**src/hlt_pkg.sv**
```systemverilog
// Constants shared by the hardware limit timer and its scaler modules
package hlt_pkg;
    // ==========================================================
    // Widths
    localparam int CNT_W      = 8;          // Limit counter and period
    localparam int PRE_SEL_W  = 2;          // Prescale select field
    localparam int POST_SEL_W = 4;          // Postscale select field
    localparam int SRC_SEL_W  = 3;          // Reset source select field
    localparam int PRESC_W    = 4;          // Prescaler counter
    localparam int INSTR_W    = 2;          // Core clock to instruction clock
    // ==========================================================
    // Reset values
    localparam logic [7:0] CNT_RST    = 8'h00;
    localparam logic [7:0] PERIOD_RST = 8'hff;
    localparam logic [6:0] CTRL0_RST  = 7'h00;
    localparam logic [4:0] CTRL1_RST  = 5'h00;
    // ==========================================================
    // Instruction clock: one tick per four core clocks
    localparam logic [1:0] INSTR_LAST = 2'h3;
    // ==========================================================
    // Control register 0 field positions
    localparam int C0_PRE_LSB  = 0;
    localparam int C0_ON_BIT   = 2;
    localparam int C0_POST_LSB = 3;
    // Control register 1 field positions
    localparam int C1_RISE_BIT = 0;
    localparam int C1_FALL_BIT = 1;
    localparam int C1_SRC_LSB  = 2;
    // ==========================================================
    // Prescale codes; 2'h2 and 2'h3 both divide by 16
    localparam logic [1:0] PRE_DIV1 = 2'h0;
    localparam logic [1:0] PRE_DIV4 = 2'h1;
    localparam logic [3:0] PRE_LAST4  = 4'h3;
    localparam logic [3:0] PRE_LAST16 = 4'hf;
    // ==========================================================
    // Reset source codes; all others are reserved
    localparam logic [2:0] SRC_CCP  = 3'h1;
    localparam logic [2:0] SRC_CMP1 = 3'h2;
    localparam logic [2:0] SRC_CMP2 = 3'h3;
endpackage : hlt_pkg

```
**src/hlt_scale_if.sv**
```systemverilog
// Signals between the timer core and its prescaler and postscaler
`timescale 1ns/1ps
interface hlt_scale_if;
    logic       run;       // Timer on and processor awake
    logic       clr;       // Clear both scaler counters
    logic [1:0] pre_sel;   // Prescale select
    logic [3:0] post_sel;  // Postscale select
    logic       tick;      // Prescaled timer clock pulse
    logic       match;     // Counter match pulse
    logic       ovf;       // Postscaler overflow pulse
    modport presc (input run, clr, pre_sel, output tick);
    modport post  (input clr, match, post_sel, output ovf);
    modport core  (output run, clr, pre_sel, post_sel, match, input tick, ovf);
endinterface : hlt_scale_if

```
**src/hlt_prescaler.sv**
```systemverilog
// Instruction clock divider and selectable timer prescaler
`timescale 1ns/1ps
module hlt_prescaler
    import hlt_pkg::*;
(
    input  wire logic  core_clk_i,
    input  wire logic  nrst_i,
    hlt_scale_if.presc sc
);
    // ==========================================================
    // State
    logic [INSTR_W-1:0] quarter_ff;  // Core clock phase
    logic [PRESC_W-1:0] presc_ff;    // Prescaler count
    logic               tick_ff;     // Registered timer tick
    logic               base_tick;   // Instruction clock edge

    // Terminal count for the selected ratio
    function automatic logic presc_term(input logic [1:0] sel, input logic [3:0] cnt);
        case (sel)
            PRE_DIV1: presc_term = 1'b1;
            PRE_DIV4: presc_term = (cnt[1:0] == PRE_LAST4[1:0]);
            default:  presc_term = (cnt == PRE_LAST16);
        endcase
    endfunction : presc_term

    // Frozen in sleep or when off, so no stray edge
    assign base_tick = sc.run && (quarter_ff == INSTR_LAST);

    // Divide core clock by four
    always_ff @(posedge core_clk_i or negedge nrst_i) begin
        if (!nrst_i) begin
            quarter_ff <= '0;
        end else if (sc.run) begin
            quarter_ff <= quarter_ff + 2'h1;
        end
    end

    // Prescaler counter, cleared by counter and control 0 writes and resets
    always_ff @(posedge core_clk_i or negedge nrst_i) begin
        if (!nrst_i) begin
            presc_ff <= '0;
            tick_ff  <= 1'b0;
        end else if (sc.clr) begin
            presc_ff <= '0;
            tick_ff  <= 1'b0;
        end else begin
            tick_ff <= base_tick && presc_term(sc.pre_sel, presc_ff);
            if (base_tick) begin
                presc_ff <= presc_ff + 4'h1;
            end
        end
    end

    assign sc.tick = tick_ff;
endmodule : hlt_prescaler

```
**src/hlt_postscaler.sv**
```systemverilog
// Match postscaler that signals overflow at the selected ratio
`timescale 1ns/1ps
module hlt_postscaler
    import hlt_pkg::*;
(
    input  wire logic core_clk_i,
    input  wire logic nrst_i,
    hlt_scale_if.post sc
);
    // ==========================================================
    // State
    logic [POST_SEL_W-1:0] post_ff;  // Matches seen
    logic                  ovf_ff;   // Overflow pulse

    // Count matches, overflow when count equals select
    always_ff @(posedge core_clk_i or negedge nrst_i) begin
        if (!nrst_i) begin
            post_ff <= '0;
            ovf_ff  <= 1'b0;
        end else if (sc.clr) begin
            post_ff <= '0;
            ovf_ff  <= 1'b0;
        end else if (sc.match) begin
            if (post_ff == sc.post_sel) begin
                post_ff <= '0;
                ovf_ff  <= 1'b1;
            end else begin
                post_ff <= post_ff + 4'h1;
                ovf_ff  <= 1'b0;
            end
        end else begin
            ovf_ff <= 1'b0;
        end
    end

    assign sc.ovf = ovf_ff;
endmodule : hlt_postscaler

```
**src/hlt_limit_timer.sv**
```systemverilog
// Hardware limit timer: 8-bit period timer with external counter reset
`timescale 1ns/1ps

// Notes on behaviour
// - Counter advances on prescaled instruction clock
// - Prescaler offers direct, divide 4, divide 16
// - Counter compared with period every tick
// - Match clears counter, advances postscaler
// - Pulse after period plus one ticks
// - Reset clears counter, period loads all ones
// - Counter and control 0 writes and resets clear both scalers
// - Control 0 write keeps counter value
// - Postscaler overflow sets the match flag
// - Interrupt forwarded only while enabled
// - Three-bit field selects reset source
// - External reset clears on next tick
// - Rising and falling resets enabled separately
// - External clear gives no pulse, no postscale
// - Match pulse goes to output generator and postscaler
// - Timer frozen while processor sleeps
// - Counter and period writable any time
module hlt_limit_timer
    import hlt_pkg::*;
(
    input  wire logic       core_clk_i,             // Oscillator clock, 40 MHz
    input  wire logic       nrst_i,                 // Power-on reset, async
    input  wire logic       dev_rst_i,              // Any other device reset
    input  wire logic       sleep_i,                // Processor in sleep
    input  wire logic [7:0] wdata_i,                // Write data for all registers
    input  wire logic       limit_counter_wr_i,     // Write counter
    input  wire logic       limit_period_wr_i,      // Write period
    input  wire logic       limit_ctrl0_wr_i,       // Write control 0
    input  wire logic       limit_ctrl1_wr_i,       // Write control 1
    input  wire logic       limit_match_irq_en_i,   // Interrupt enable bit
    input  wire logic       limit_match_flag_clr_i, // Software clears flag
    input  wire logic       ccp_out_i,              // Capture/compare output
    input  wire logic       cmp1_out_i,             // Comparator 1 output
    input  wire logic       cmp2_out_i,             // Comparator 2 output
    output logic      [7:0] limit_counter_o,        // Counter readback
    output logic      [7:0] limit_period_o,         // Period readback
    output logic      [7:0] limit_ctrl0_o,          // Control 0 readback
    output logic      [7:0] limit_ctrl1_o,          // Control 1 readback
    output logic            limit_match_o,          // Unscaled match pulse
    output logic            limit_match_flag_o,     // Sticky interrupt flag
    output logic            limit_irq_o             // Gated interrupt request
);

    // ==========================================================
    // Registers
    logic [CNT_W-1:0] limit_counter_ff;  // Running count
    logic [CNT_W-1:0] limit_period_ff;   // Match value
    logic [6:0]       limit_ctrl0_ff;    // Postscale, on, prescale
    logic [4:0]       limit_ctrl1_ff;    // Source, fall and rise enables
    logic             match_ff;          // Match pulse to generator
    logic             flag_ff;           // Sticky match flag
    logic             irq_ff;            // Interrupt request
    logic             pend_ff;           // External reset waiting for tick

    // ==========================================================
    // Reset source synchronisers
    logic [2:0]       src_s1_ff;         // First stage, feeds second only
    logic [2:0]       src_s2_ff;         // Second stage, safe to use
    logic             src_prev_ff;       // Selected source, last cycle

    // ==========================================================
    // Decoded fields and internal strobes
    logic [PRE_SEL_W-1:0]  limit_prescale_sel;    // Prescale field
    logic [POST_SEL_W-1:0] limit_postscale_sel;   // Postscale field
    logic                  limit_timer_on;        // Timer on bit
    logic [SRC_SEL_W-1:0]  ext_reset_source_sel;  // Source field
    logic                  rise_reset_en;         // Rising edge enable
    logic                  fall_reset_en;         // Falling edge enable
    logic                  src_now;               // Selected source level
    logic                  ext_edge;              // Enabled edge seen
    logic                  run;                   // Timer may count
    logic                  scaler_clr;            // Clear both scalers
    logic                  run_tick;              // Counting edge
    logic                  hit;                   // Match on this tick

    // Scaler connection
    hlt_scale_if sc ();

    // ==========================================================
    // Field decode
    assign limit_prescale_sel   = limit_ctrl0_ff[C0_PRE_LSB +: PRE_SEL_W];
    assign limit_timer_on       = limit_ctrl0_ff[C0_ON_BIT];
    assign limit_postscale_sel  = limit_ctrl0_ff[C0_POST_LSB +: POST_SEL_W];
    assign rise_reset_en        = limit_ctrl1_ff[C1_RISE_BIT];
    assign fall_reset_en        = limit_ctrl1_ff[C1_FALL_BIT];
    assign ext_reset_source_sel = limit_ctrl1_ff[C1_SRC_LSB +: SRC_SEL_W];

    // Source select; reserved codes read as a steady low
    function automatic logic src_pick(input logic [2:0] sel, input logic [2:0] lvl);
        case (sel)
            SRC_CCP:  src_pick = lvl[0];
            SRC_CMP1: src_pick = lvl[1];
            SRC_CMP2: src_pick = lvl[2];
            default:  src_pick = 1'b0;
        endcase
    endfunction : src_pick

    // ==========================================================
    // Run and clear terms
    // Sleep and timer off both stop the clock path
    assign run        = limit_timer_on && !sleep_i;
    // Counter write, control 0 write, any reset
    assign scaler_clr = limit_counter_wr_i || limit_ctrl0_wr_i || dev_rst_i;
    // A clearing cycle swallows the tick, so a control 0 write
    // cannot move the counter either
    assign run_tick   = sc.tick && run && !scaler_clr;
    // Compare on each tick; pending external reset takes priority
    assign hit        = run_tick && !pend_ff && (limit_counter_ff == limit_period_ff);

    assign sc.run      = run;
    assign sc.clr      = scaler_clr;
    assign sc.pre_sel  = limit_prescale_sel;
    assign sc.post_sel = limit_postscale_sel;
    assign sc.match    = match_ff;

    // ==========================================================
    // Scalers
    hlt_prescaler u_presc (
        .core_clk_i (core_clk_i),
        .nrst_i     (nrst_i),
        .sc         (sc.presc)
    );

    hlt_postscaler u_post (
        .core_clk_i (core_clk_i),
        .nrst_i     (nrst_i),
        .sc         (sc.post)
    );

    // ==========================================================
    // Control registers
    // Plain storage; their clearing side effects live elsewhere
    always_ff @(posedge core_clk_i or negedge nrst_i) begin
        if (!nrst_i) begin
            limit_ctrl0_ff <= CTRL0_RST;
            limit_ctrl1_ff <= CTRL1_RST;
        end else if (dev_rst_i) begin
            limit_ctrl0_ff <= CTRL0_RST;
            limit_ctrl1_ff <= CTRL1_RST;
        end else begin
            if (limit_ctrl0_wr_i) begin
                limit_ctrl0_ff <= wdata_i[6:0];
            end
            if (limit_ctrl1_wr_i) begin
                limit_ctrl1_ff <= wdata_i[4:0];
            end
        end
    end

    // Period register, all ones after any reset
    always_ff @(posedge core_clk_i or negedge nrst_i) begin
        if (!nrst_i) begin
            limit_period_ff <= PERIOD_RST;
        end else if (dev_rst_i) begin
            limit_period_ff <= PERIOD_RST;
        end else if (limit_period_wr_i) begin
            limit_period_ff <= wdata_i;
        end
    end

    // ==========================================================
    // Reset source synchroniser
    // Comparator outputs are asynchronous; two stages before use
    always_ff @(posedge core_clk_i or negedge nrst_i) begin
        if (!nrst_i) begin
            src_s1_ff <= 3'h0;
            src_s2_ff <= 3'h0;
        end else begin
            src_s1_ff <= {cmp2_out_i, cmp1_out_i, ccp_out_i};
            src_s2_ff <= src_s1_ff;
        end
    end

    // Edge detect on the selected, synchronised source
    assign src_now  = src_pick(ext_reset_source_sel, src_s2_ff);
    // Each direction has its own enable
    assign ext_edge = limit_timer_on &&
                      ((rise_reset_en && src_now && !src_prev_ff) ||
                       (fall_reset_en && !src_now && src_prev_ff));

    always_ff @(posedge core_clk_i or negedge nrst_i) begin
        if (!nrst_i) begin
            src_prev_ff <= 1'b0;
        end else begin
            src_prev_ff <= src_now;
        end
    end

    // Event waits for the next timer tick; a new edge wins over the
    // consuming tick so none is lost
    always_ff @(posedge core_clk_i or negedge nrst_i) begin
        if (!nrst_i) begin
            pend_ff <= 1'b0;
        end else if (dev_rst_i) begin
            pend_ff <= 1'b0;
        end else begin
            pend_ff <= ext_edge || (pend_ff && !run_tick);
        end
    end

    // ==========================================================
    // Limit counter
    // Write wins over a tick; reset wins over all
    always_ff @(posedge core_clk_i or negedge nrst_i) begin
        if (!nrst_i) begin
            limit_counter_ff <= CNT_RST;
        end else if (dev_rst_i) begin
            limit_counter_ff <= CNT_RST;
        end else if (limit_counter_wr_i) begin
            limit_counter_ff <= wdata_i;
        end else if (run_tick) begin
            if (pend_ff) begin
                limit_counter_ff <= CNT_RST;
            end else if (hit) begin
                limit_counter_ff <= CNT_RST;
            end else begin
                limit_counter_ff <= limit_counter_ff + 8'h01;
            end
        end
    end

    // ==========================================================
    // Match pulse, one core clock wide, on the clearing tick.
    // Counting the clearing tick, period plus one ticks pass from a
    // counter clear to the pulse
    always_ff @(posedge core_clk_i or negedge nrst_i) begin
        if (!nrst_i) begin
            match_ff <= 1'b0;
        end else begin
            match_ff <= hit && !limit_counter_wr_i && !dev_rst_i;
        end
    end

    // ==========================================================
    // Flag and interrupt
    // Overflow set wins over a software clear in the same cycle
    always_ff @(posedge core_clk_i or negedge nrst_i) begin
        if (!nrst_i) begin
            flag_ff <= 1'b0;
        end else if (dev_rst_i) begin
            flag_ff <= 1'b0;
        end else if (sc.ovf) begin
            flag_ff <= 1'b1;
        end else if (limit_match_flag_clr_i) begin
            flag_ff <= 1'b0;
        end
    end

    // Request only while enabled
    always_ff @(posedge core_clk_i or negedge nrst_i) begin
        if (!nrst_i) begin
            irq_ff <= 1'b0;
        end else begin
            irq_ff <= flag_ff && limit_match_irq_en_i;
        end
    end

    // ==========================================================
    // Outputs
    assign limit_counter_o    = limit_counter_ff;
    assign limit_period_o     = limit_period_ff;
    assign limit_ctrl0_o      = {1'b0, limit_ctrl0_ff};
    assign limit_ctrl1_o      = {3'h0, limit_ctrl1_ff};
    assign limit_match_o      = match_ff;   // Generator only
    assign limit_match_flag_o = flag_ff;
    assign limit_irq_o        = irq_ff;

    // First cycle after release marker
    logic seen_ff;
    always_ff @(posedge core_clk_i or negedge nrst_i) begin
        if (!nrst_i) begin
            seen_ff <= 1'b0;
        end else begin
            seen_ff <= 1'b1;
        end
    end
endmodule : hlt_limit_timer

```
**config.mk**
```make
export PLATFORM = sky130hd
export DESIGN_NAME = hlt_limit_timer
export DESIGN_NICKNAME = d
export VERILOG_FILES = /design/src/hlt_pkg.sv /design/src/hlt_scale_if.sv /design/src/hlt_prescaler.sv /design/src/hlt_postscaler.sv /design/src/hlt_limit_timer.sv
export SDC_FILE = /design/constraint.sdc
export NUM_CORES = 1
export LEC_CHECK = 0
export BUFFER_PORTS_ARGS = -buffer_cell sky130_fd_sc_hd__buf_2
export CORE_AREA = 2 2 76 78
export DETAILED_ROUTE_END_ITERATION = 6
export DIE_AREA = 0 0 78 80
export PLACE_DENSITY = 0.73
export SLEW_MARGIN = 30
export SYNTH_ARGS = -nofsm -noshare
export SYNTH_HDL_FRONTEND = slang
export SYNTH_HIERARCHICAL = 1
export SYNTH_SLANG_ARGS = --single-unit
```
**constraint.sdc**
```tcl
create_clock -name core_clk_i -period 1.4 [get_ports core_clk_i]
set_input_delay 0.07 -clock core_clk_i [delete_from_list [all_inputs] [get_ports core_clk_i]]
set_output_delay 0.07 -clock core_clk_i [all_outputs]
set_load 0.01 [all_outputs]
```
==> reports/metrics.cfg, run 1 <==
[worst_setup_path]
critPathMaxFanout = 7
required_ps = 1600
cp_num_buf_inv = 1
path_cells = xor2_2, nor4_4, nand4_4, buf_4, o21ai_1, nand2_1
path_class = reg2reg
crit_arrival_ps = 1770
crit_path_end_kind = register
cpLargestDelayFamily = simple AND/OR/NAND/NOR gates
cp_slowest_cell = dfrtp_2
slowest_delay_ps = 450
cp-start-kind = register

[yosys]
syn_area_sq_um = 2510
yosys_warnings = 6
synth_common_cells = dfrtp_1 (43), nor2_1 (22), nand2_1 (17), xor2_1 (15), mux2i_1 (13)
ys_ff_latch = 51
syn_inst = 230
synth.most_common_cell = dfrtp_1
synth_area_leaders = dfrtp_1 (43%), dfstp_2 (8.4%), xor2_1 (5.2%)
synth_flop_cell = dfrtp_1
synthArstFlopShare_pct = 100
synth_top_cell_area_share_pct = 42.8
synth-seq-area-share_pct = 51.1
yosysTopAreaCell = dfrtp_1
synth_area_per_cell_sq_um = 10.9
synth_edf_count = 0
synth_cell_type_count = 45

[power_and_ir_drop]
vdd_drop_max_mv = 0.631
p_leak_uw = 0.00162
p_per_area_nw_per_um2 = 950

[floorplan]
initial_core_util_pct = 46.5
row_count = 27
io_pins = 56
die-area_sq_um = 6240
die_w_microns = 78
die_y_microns = 80
core_sq_um = 5410

[cts]
clock_sinks = 51
clk_latency_ps = 310
tritoncts = yes
cts_root_buf = clkbuf_8
htreeDepth = 2
clockBufferDepth = 2
clk_pin_slew_ps = 100
cts_buffers = 5

[timing]
final.setup_skew_ps = 6.97
fin_crit_sh_pct = 113
finalHoldViolCount = 0
finalWorstSetupSlack_ps = -179
rsz0062_at_grt = true
setup_violations = 8
finalMaxSlewViolations = 0
fmax_mhz = 633
finalCriticalPeriod_ps = 1580

[global_routing]
grt_max_degree = 52
antenna_found_initial = 0
gr-total-overflow = 0
grt_pass1_wl_mm = 9.74
grt_pass1_vias = 2003
grt.total_usage_pct = 20.0

[layout]
syn_to_final_growth_pct = 31.5
fillers = 489
antenna_cells = 0
drive_above_1_share_pct = 40.4
fin_nets = 348
final_core_utilization_pct = 61.2

[routing]
drt_iter0_markers = 117
avgRoutedWirePerCell_microns = 15.0
vias = 2102
viasPerCell = 5.31
drt-total-wl_mm = 5.93
final_antenna_net_count = 0
drc_errors = 0
firstDrtPassIters = 4

[run_status]
violations = negative setup slack
status = complete, but fails checks

[placement]
gp_congestion = 0.830
post-place-ws_ps = -169
hpwl_mm = 4.24
io_buffer_count = 51

[min_path]
hold_path_class = in2reg

[flow_run]
drv_cap = 0

[what timing repair did]
item,CTS,global route
setup endpoints to repair,9,12
pin swaps,1,7
hold buffers,5,0
setup buffers,2,4
hold endpoints to repair,51,0
gates resized for setup,7,8
[final cells by class]
| cell class | count | area [sq um] | share of cell area, % |
|---|---|---|---|
| tap | 72 | 90.1 | 2.72 |
| multi-input combinational | 166 | 1210 | 36.5 |
| clock buffer | 5 | 68.8 | 2.08 |
| inverter | 3 | 11.3 | 0.340 |
| clock inverter | 3 | 18.8 | 0.567 |
| timing repair buffer | 96 | 622 | 18.8 |
| sequential | 51 | 1290 | 39.0 |
[registers in the layout, indices dropped and copies added (netlist names), 2 cells and up]
register            flops
u_presc/presc_ff        4
u_post/post_ff          4
limit_period_o          8
src_s1_ff               3
limit_ctrl0_ff          7
limit_counter_o         8
limit_ctrl1_ff          5
src_s2_ff               3
u_presc/quarter_ff      2
[routing by layer]
layer / vias to the layer above / wire [microns] / track usage [%]
li1: 993 / - / -
met1: 1035 / 2600 / 27.1
met2: 65 / 2960 / 32.2
met3: 9 / 312 / 4.64
met4: 0 / 51 / 5.44
met5: - / 0 / 0
[logic make-up after synthesis]
family | share of synthesized area [%]
DFF | 51.1
buffers and inverters | 3.63
and+or+nand+nor | 20.5
xor gates and xnor gates | 5.22
muxes | 6.96
AOI/OAI and AO/OA | 10.3
adders and majority gates | 1.99
other | 0.149
[path summary, 6_finish.rpt]
check	endpoint	cells past startpoint	slack, ps	from
max in group asynchronous	limit_period_o[3]$_DFFE_PN1P_	3	840	nrst_i
hold / removal	limit_period_o[6]$_DFFE_PN1P_	2	20	wdata_i[6]
setup reg to reg	limit_counter_o[4]$_DFFE_PN0P_	6	-180	limit_counter_o[1]$_DFFE_PN0P_
hold reg to reg	src_s2_ff[1]$_DFF_PN0_	0	360	src_s1_ff[1]$_DFF_PN0_
min in group asynchronous	u_presc/presc_ff[1]$_DFFE_PN0P_	3	270	nrst_i
setup / recovery	limit_counter_o[4]$_DFFE_PN0P_	6	-180	limit_counter_o[1]$_DFFE_PN0P_
[cells in the final DEF, fill, tap and decap left out, types with 4 or more instances in the layout]
| cell | netlist | layout |
|---|---|---|
| a211o_1 | 8 | 8 |
| a22oi_1 | 7 | 7 |
| and3_1 | 4 | 4 |
| buf_2 | 1 | 51 |
| buf_4 | 6 | 38 |
| clkbuf_8 | 0 | 5 |
| conb_1 | 1 | 4 |
| dfrtp_1 | 43 | 40 |
| dfstp_2 | 8 | 8 |
| dlygate4sd3_1 | 0 | 5 |
| mux2i_1 | 13 | 13 |
| nand2_1 | 17 | 16 |
| nand2b_1 | 5 | 5 |
| nand3_1 | 7 | 6 |
| nor2_1 | 22 | 22 |
| nor2b_1 | 11 | 10 |
| nor4_1 | 5 | 5 |
| o21ai_1 | 0 | 4 |
| xor2_1 | 15 | 13 |
[power breakdown]
group          internal (uW)  total [uW]  switching (uW)
clock                    353         847             494
sequential              1580        1670            90.1
combinational            303         620             317
[metrics by stage]
stage | std cells | setup TNS (ps) | power (uW) | instance area (sq um) | hold slack [ps]
after detailed placement | 377 | -757 | 2280 | 3070 | 79.4
after floorplan | 233 | -268 | 1990 | 2540 | -226
final | 396 | -1070 | 3140 | 3310 | 19.8
after global placement | 377 | -461 | 2260 | 3070 | 78.7
after global routing | 396 | -1920 | 3310 | 3310 | 24.3
after CTS | 392 | -810 | 3160 | 3250 | 18.1
(Power assumes the default switching activity.)
==> run 2: changes to the inputs <==
- TNS_END_PERCENT: not set -> 20
==> run 2 against run 1 <==
Net effect:
- the run still ends with negative setup slack left
- clock power up 6.3%
- clock skew shrank 0.66 ps
- die area unchanged
- clock-buffer cell count is 3 higher
- register-to-register slack worse by 30 ps
- flip-flop and latch count stayed put
- non-clock buffer count fell by 3
- final area down 1.4%
- combinational power decreased by 4.0%
- critical path depth did not move
- largest power group unchanged
==> reports/metrics.cfg, run 2 (same netlist as run 1, synthesis figures left out) <==
[run_status]
status = complete, but fails checks
violations = negative setup slack

[floorplan]
row_count = 27
die-area_sq_um = 6240
initial_core_util_pct = 46.5
io_pins = 56
die_y_microns = 80
core_sq_um = 5410
die_w_microns = 78

[layout]
layout_common_cells = buf_2 (51), dfrtp_1 (41), buf_4 (35)
fin_nets = 345
drive_above_1_share_pct = 37.4
layout.cells.non_filler = 393
syn_to_final_growth_pct = 29.8
antenna_cells = 0
layout_commonest_cell = buf_2
fillers = 482

[routing]
avgRoutedWirePerCell_microns = 14.1
firstDrtPassIters = 4
viasPerCell = 5.08
drt_iter0_markers = 93
drc_errors = 0
drt-total-wl_mm = 5.55
vias = 1998
final_antenna_net_count = 0

[power_and_ir_drop]
vdd_drop_max_mv = 0.705
p_sw_uw = 838
p_leak_uw = 0.00160
power_switching_share_pct = 26.5
power.total_uw = 3160
combPwrFrac_pct = 18.8
power.share.clock_pct = 28.5
p_per_area_nw_per_um2 = 969
intPower_uw = 2320
seqPwrFrac_pct = 52.7

[cts]
clk_pin_slew_ps = 90
clock_sinks = 51
clk_latency_ps = 300
htreeDepth = 2
tritoncts = yes
cts_root_buf = clkbuf_8
cts_buffers = 5
clockBufferDepth = 2

[placement]
dp.cells = 378
io_buffer_count = 51
hpwl_mm = 4.05
gp_congestion = 0.809

[min_path]
hold_path_class = in2reg

[global_routing]
gr-total-overflow = 0
grt_pass1_wl_mm = 8.98
grt.total_usage_pct = 18.5
grt_max_degree = 52
grt_pass1_vias = 1932
antenna_found_initial = 0

[worst_setup_path]
cp-start-kind = register
path_class = reg2reg
crit_path_end_kind = register
critPathMaxFanout = 6
path_cells = xor2_1, nor4_4, nand4_4, buf_4, o21ai_0, nand2_1
required_ps = 1590
cp_slowest_cell = dfstp_2
slowest_delay_ps = 550
crit_arrival_ps = 1790

[timing]
finalCriticalPeriod_ps = 1610
finalMaxSlewViolations = 0
finalHoldViolCount = 0
fmax_mhz = 623
rsz0062_at_grt = true
setup_violations = 8
final.setup_skew_ps = 6.31
finalWorstSetupSlack_ps = -206
fin_crit_sh_pct = 115
finalSetupTns_ps = -1020

[flow_run]
drv_cap = 0

==> run 2: cell count changes in the layout (fill, tap and decap cells not counted), sizes merged <==
cell         change
clkbuf           +3
inv              -1
dlygate4sd3      +1
clkinv           -2
buf              -4
==> run 2: routing by layer <==
metal | track usage (%) | vias to the layer above | part of all wire [%] | routed length (microns)
li1 | - | 991 | - | -
met1 | 23.4 | 948 | 45 | 2470
met2 | 32.0 | 51 | 50 | 2750
met3 | 4.07 | 8 | 4.5 | 248
met4 | 5.44 | 0 | 1.4 | 78
met5 | 0 | - | 0 | 0
==> run 2: final timing paths <==
kind	from	cells past startpoint	endpoint	slack, ps
setup / recovery	limit_period_o[1]$_DFFE_PN1P_	6	limit_counter_o[4]$_DFFE_PN0P_	-210
hold / removal	wdata_i[5]	2	limit_period_o[5]$_DFFE_PN1P_	30
setup reg to reg	limit_period_o[1]$_DFFE_PN1P_	6	limit_counter_o[4]$_DFFE_PN0P_	-210
hold reg to reg	src_s1_ff[0]$_DFF_PN0_	0	src_s2_ff[0]$_DFF_PN0_	350
max in group asynchronous	nrst_i	3	limit_period_o[3]$_DFFE_PN1P_	840
min in group asynchronous	nrst_i	3	u_post/post_ff[0]$_DFFE_PN0P_	280
==> run 2: layout make-up <==
| cell class | instances | area [sq um] | area share, % |
|---|---|---|---|
| Multi-Input combinational cell | 166 | 1170 | 36.0 |
| Inverter | 3 | 11.3 | 0.345 |
| Sequential cell | 51 | 1290 | 39.5 |
| Clock buffer | 8 | 100 | 3.07 |
| Timing Repair Buffer | 93 | 598 | 18.3 |
| Tap cell | 72 | 90.1 | 2.76 |
==> run 2: power groups by stage <==
stage	clock, uW	combinational [uW]	sequential, uW
2_1_floorplan	0	272	1720
5_1_grt	996	657	1680
3_5_place_dp	0	581	1690
3_3_place_gp	0	570	1680
4_1_cts	934	598	1660
6_report	900	595	1670
==> run 2: stage by stage <==
stage | hold WS [ps] | area, sq um | utilization (%) | setup WS, ps
after CTS | 25.6 | 3230 | 59.8 | -194
after floorplan | -226 | 2530 | - | -119
after global placement | 78.1 | 3070 | 56.8 | -130
after detailed placement | 76.3 | 3070 | 56.8 | -166
final | 27.6 | 3260 | 60.4 | -206
after global routing | 32.2 | 3260 | 60.4 | -299
==> run 2: repair_timing <==
action                                 CTS  global route
hold buffers                             6             0
setup endpoints to repair                9            11
endpoints found under the hold margin   55             0
setup buffers                            0             1
resized for setup                        1             5
==> run 2: critical path: cells and delay by family (launching register included) <==
family | cells | cell delay, ps
buf+inv | 1 | 180
xor+xnor | 1 | 100
flops | 1 | 550
simple gates | 3 | 580
compound gates | 1 | 70
==> run 3: changes to the inputs <==
- ABC_AREA: not set -> 1
- PLACE_DENSITY: 0.73 -> 0.75
==> run 3 against run 2 <==
Net effect:
- the run still ends with negative setup slack left
- routed wire length rose by 15%
- setup slack improved by 120 ps
- final area rose by 0.61%
- hold slack got worse by 10 ps
- flip-flop and latch count did not move
- first-iteration DRC count rose by 45%
- via count rose by 20%
- utilization rose by 0.37 points
- sequential share of layout area fell by 0.20 points
- clock power rose by 0.4%
- largest power group unchanged
- highest routed layer unchanged
==> reports/metrics.cfg, run 3 <==
[layout]
syn_to_final_growth_pct = 25.8
layout_common_cells = nand2_1 (112), buf_2 (51), dfrtp_1 (40)
fin_nets = 435
final_core_utilization_pct = 60.7
antenna_cells = 0
drive_above_1_share_pct = 31.4
layout_commonest_cell = nand2_1

[routing]
wl_met1_mm = 2.71
wl_met2_mm = 3.15
drc_errors = 0
vias = 2394
firstDrtPassIters = 4
avgRoutedWirePerCell_microns = 13.2
dr_wl_met3_microns = 422
drt_iter0_markers = 135
final_antenna_net_count = 0
highest_layer = met4
drt-total-wl_mm = 6.36
viasPerCell = 4.96

[timing]
finalMaxSlewViolations = 0
finalHoldViolCount = 0
fin_crit_sh_pct = 106
fmax_mhz = 672
finalWorstSetupSlack_ps = -88.4
setup_violations = 8
rsz0062_at_grt = true
finalCriticalPeriod_ps = 1490
finalSetupTns_ps = -355
final.setup_skew_ps = 13.0

[yosys]
yosysTopAreaCell = dfrtp_1
synth_area_per_cell_sq_um = 7.86
synth.most_common_cell = nand2_1
synth_area_leaders = dfrtp_1 (41%), nand2_1 (17%), dfstp_2 (8.1%)
synthArstFlopShare_pct = 100
synth_cell_type_count = 32
synth_top_cell_area_share_pct = 41.2
ys_ff_latch = 51
synth_common_cells = nand2_1 (115), dfrtp_1 (43), inv_1 (40)
syn_area_sq_um = 2610
synth-seq-area-share_pct = 49.3
yosys_warnings = 6
synth_flop_cell = dfrtp_1
synth_edf_count = 0
syn_inst = 332

[cts]
htreeDepth = 2
tritoncts = yes
cts_buffers = 5
clk_latency_ps = 310
clockBufferDepth = 2
cts_root_buf = clkbuf_8
clock_sinks = 51
clk_pin_slew_ps = 100

[floorplan]
row_count = 27
core_sq_um = 5410
die_y_microns = 80
die-area_sq_um = 6240
initial_core_util_pct = 48.3
die_w_microns = 78
io_pins = 56

[worst_setup_path]
reg2reg_from = limit_counter_o[0]$_DFFE_PN0P_
cp-start-kind = register
r2r-end = limit_counter_o[6]$_DFFE_PN0P_
required_ps = 1650
path_class = reg2reg
reg2reg_slack_ps = -90
reg2reg_depth = 9
critPathMaxFanout = 6
crit_path_end_kind = register
crit_arrival_ps = 1740

[run_status]
violations = negative setup slack
status = complete, but fails checks

[min_path]
hold_path_class = in2reg
worstHoldEndpoint = limit_period_o[7]$_DFFE_PN1P_
hold_path_depth = 3
min_from = wdata_i[7]

[placement]
gp_congestion = 0.863
io_buffer_count = 51
hpwl_mm = 4.32
post-place-ws_ps = -41.0

[global_routing]
grt_max_degree = 52
grt_pass1_wl_mm = 10.2
grt.total_usage_pct = 20.5
grt_pass1_vias = 2251
antenna_found_initial = 0
gr-total-overflow = 0

[power_and_ir_drop]
p_leak_uw = 0.00175
vdd_drop_max_mv = 0.534
p_per_area_nw_per_um2 = 997

[flow_run]
drv_cap = 0

## run 3: what timing repair did
item / CTS / global route
hold endpoints to repair: 50 / 0
setup endpoints to repair: 8 / 9
gates cloned: 0 / 1
pin swaps: 0 / 8
buffers inserted: 1 / 1
hold buffers: 5 / 0
resized for setup: 1 / 19
## run 3: through the flow
stage	std cells	power [uW]	hold WS, ps	area, sq um
final	483	3270	17.1	3280
after global routing	483	3460	22.6	3280
after CTS	481	3260	12.6	3210
after detailed placement	467	2350	81.7	3050
after global placement	467	2320	82.6	3050
after floorplan	335	2090	-226	2620
## run 3: report_power, final
group / internal, uW / switching, uW
Sequential: 1600 / 99.3
Combinational: 273 / 397
Clock: 365 / 539
## run 3: area by class of cell
class / instances / area [sq um]
clock inverters: 3 / 25.0
well taps: 72 / 90.1
inverters: 49 / 189
repair buffers: 75 / 460
fillers: 499 / 2120
multi-input cells: 228 / 1160
flip-flops and latches: 51 / 1290
clock buffers: 5 / 68.8
## run 3: how the worst max path moves through the flow
stage / cells past startpoint / start / to
after floorplan: 9 / limit_period_o[0]$_DFFE_PN1P_ / limit_counter_o[0]$_DFFE_PN0P_
after global placement: 9 / limit_period_o[0]$_DFFE_PN1P_ / limit_counter_o[6]$_DFFE_PN0P_
after detailed placement: 9 / limit_period_o[0]$_DFFE_PN1P_ / limit_counter_o[0]$_DFFE_PN0P_
after CTS: 9 / limit_counter_o[0]$_DFFE_PN0P_ / limit_counter_o[6]$_DFFE_PN0P_
after global routing: 9 / limit_counter_o[0]$_DFFE_PN0P_ / limit_counter_o[6]$_DFFE_PN0P_
final: 9 / limit_counter_o[0]$_DFFE_PN0P_ / limit_counter_o[6]$_DFFE_PN0P_
## run 3: routing by layer
layer | track usage, % | vias to the layer above
met4 | 4.91 | 0
met2 | 35.9 | 97
met3 | 3.62 | 13
met1 | 26.6 | 1110
met5 | 0 | -
li1 | - | 1174
## run 3: cells by family after synthesis
logic type	share of synthesized area (%)
other	0.144
buffers and inverters	9.25
flip-flops	49.3
multiplexers	0.431
AO/OA/AOI/OAI	9.11
AND/OR/NAND/NOR	27.5
XOR/XNOR	2.35
adder cells (fa/ha/maj)	1.92
## run 3: worst max-delay path, stage by stage, from the launching register on
cell	delay, ps
dfrtp_2	470
ha_1	220
nand2_1	120
nor2_2	50
nand2_1	70
xor2_1	220
nand3_1	110
nand2_1	70
nand2_1	50
nand2_1	50
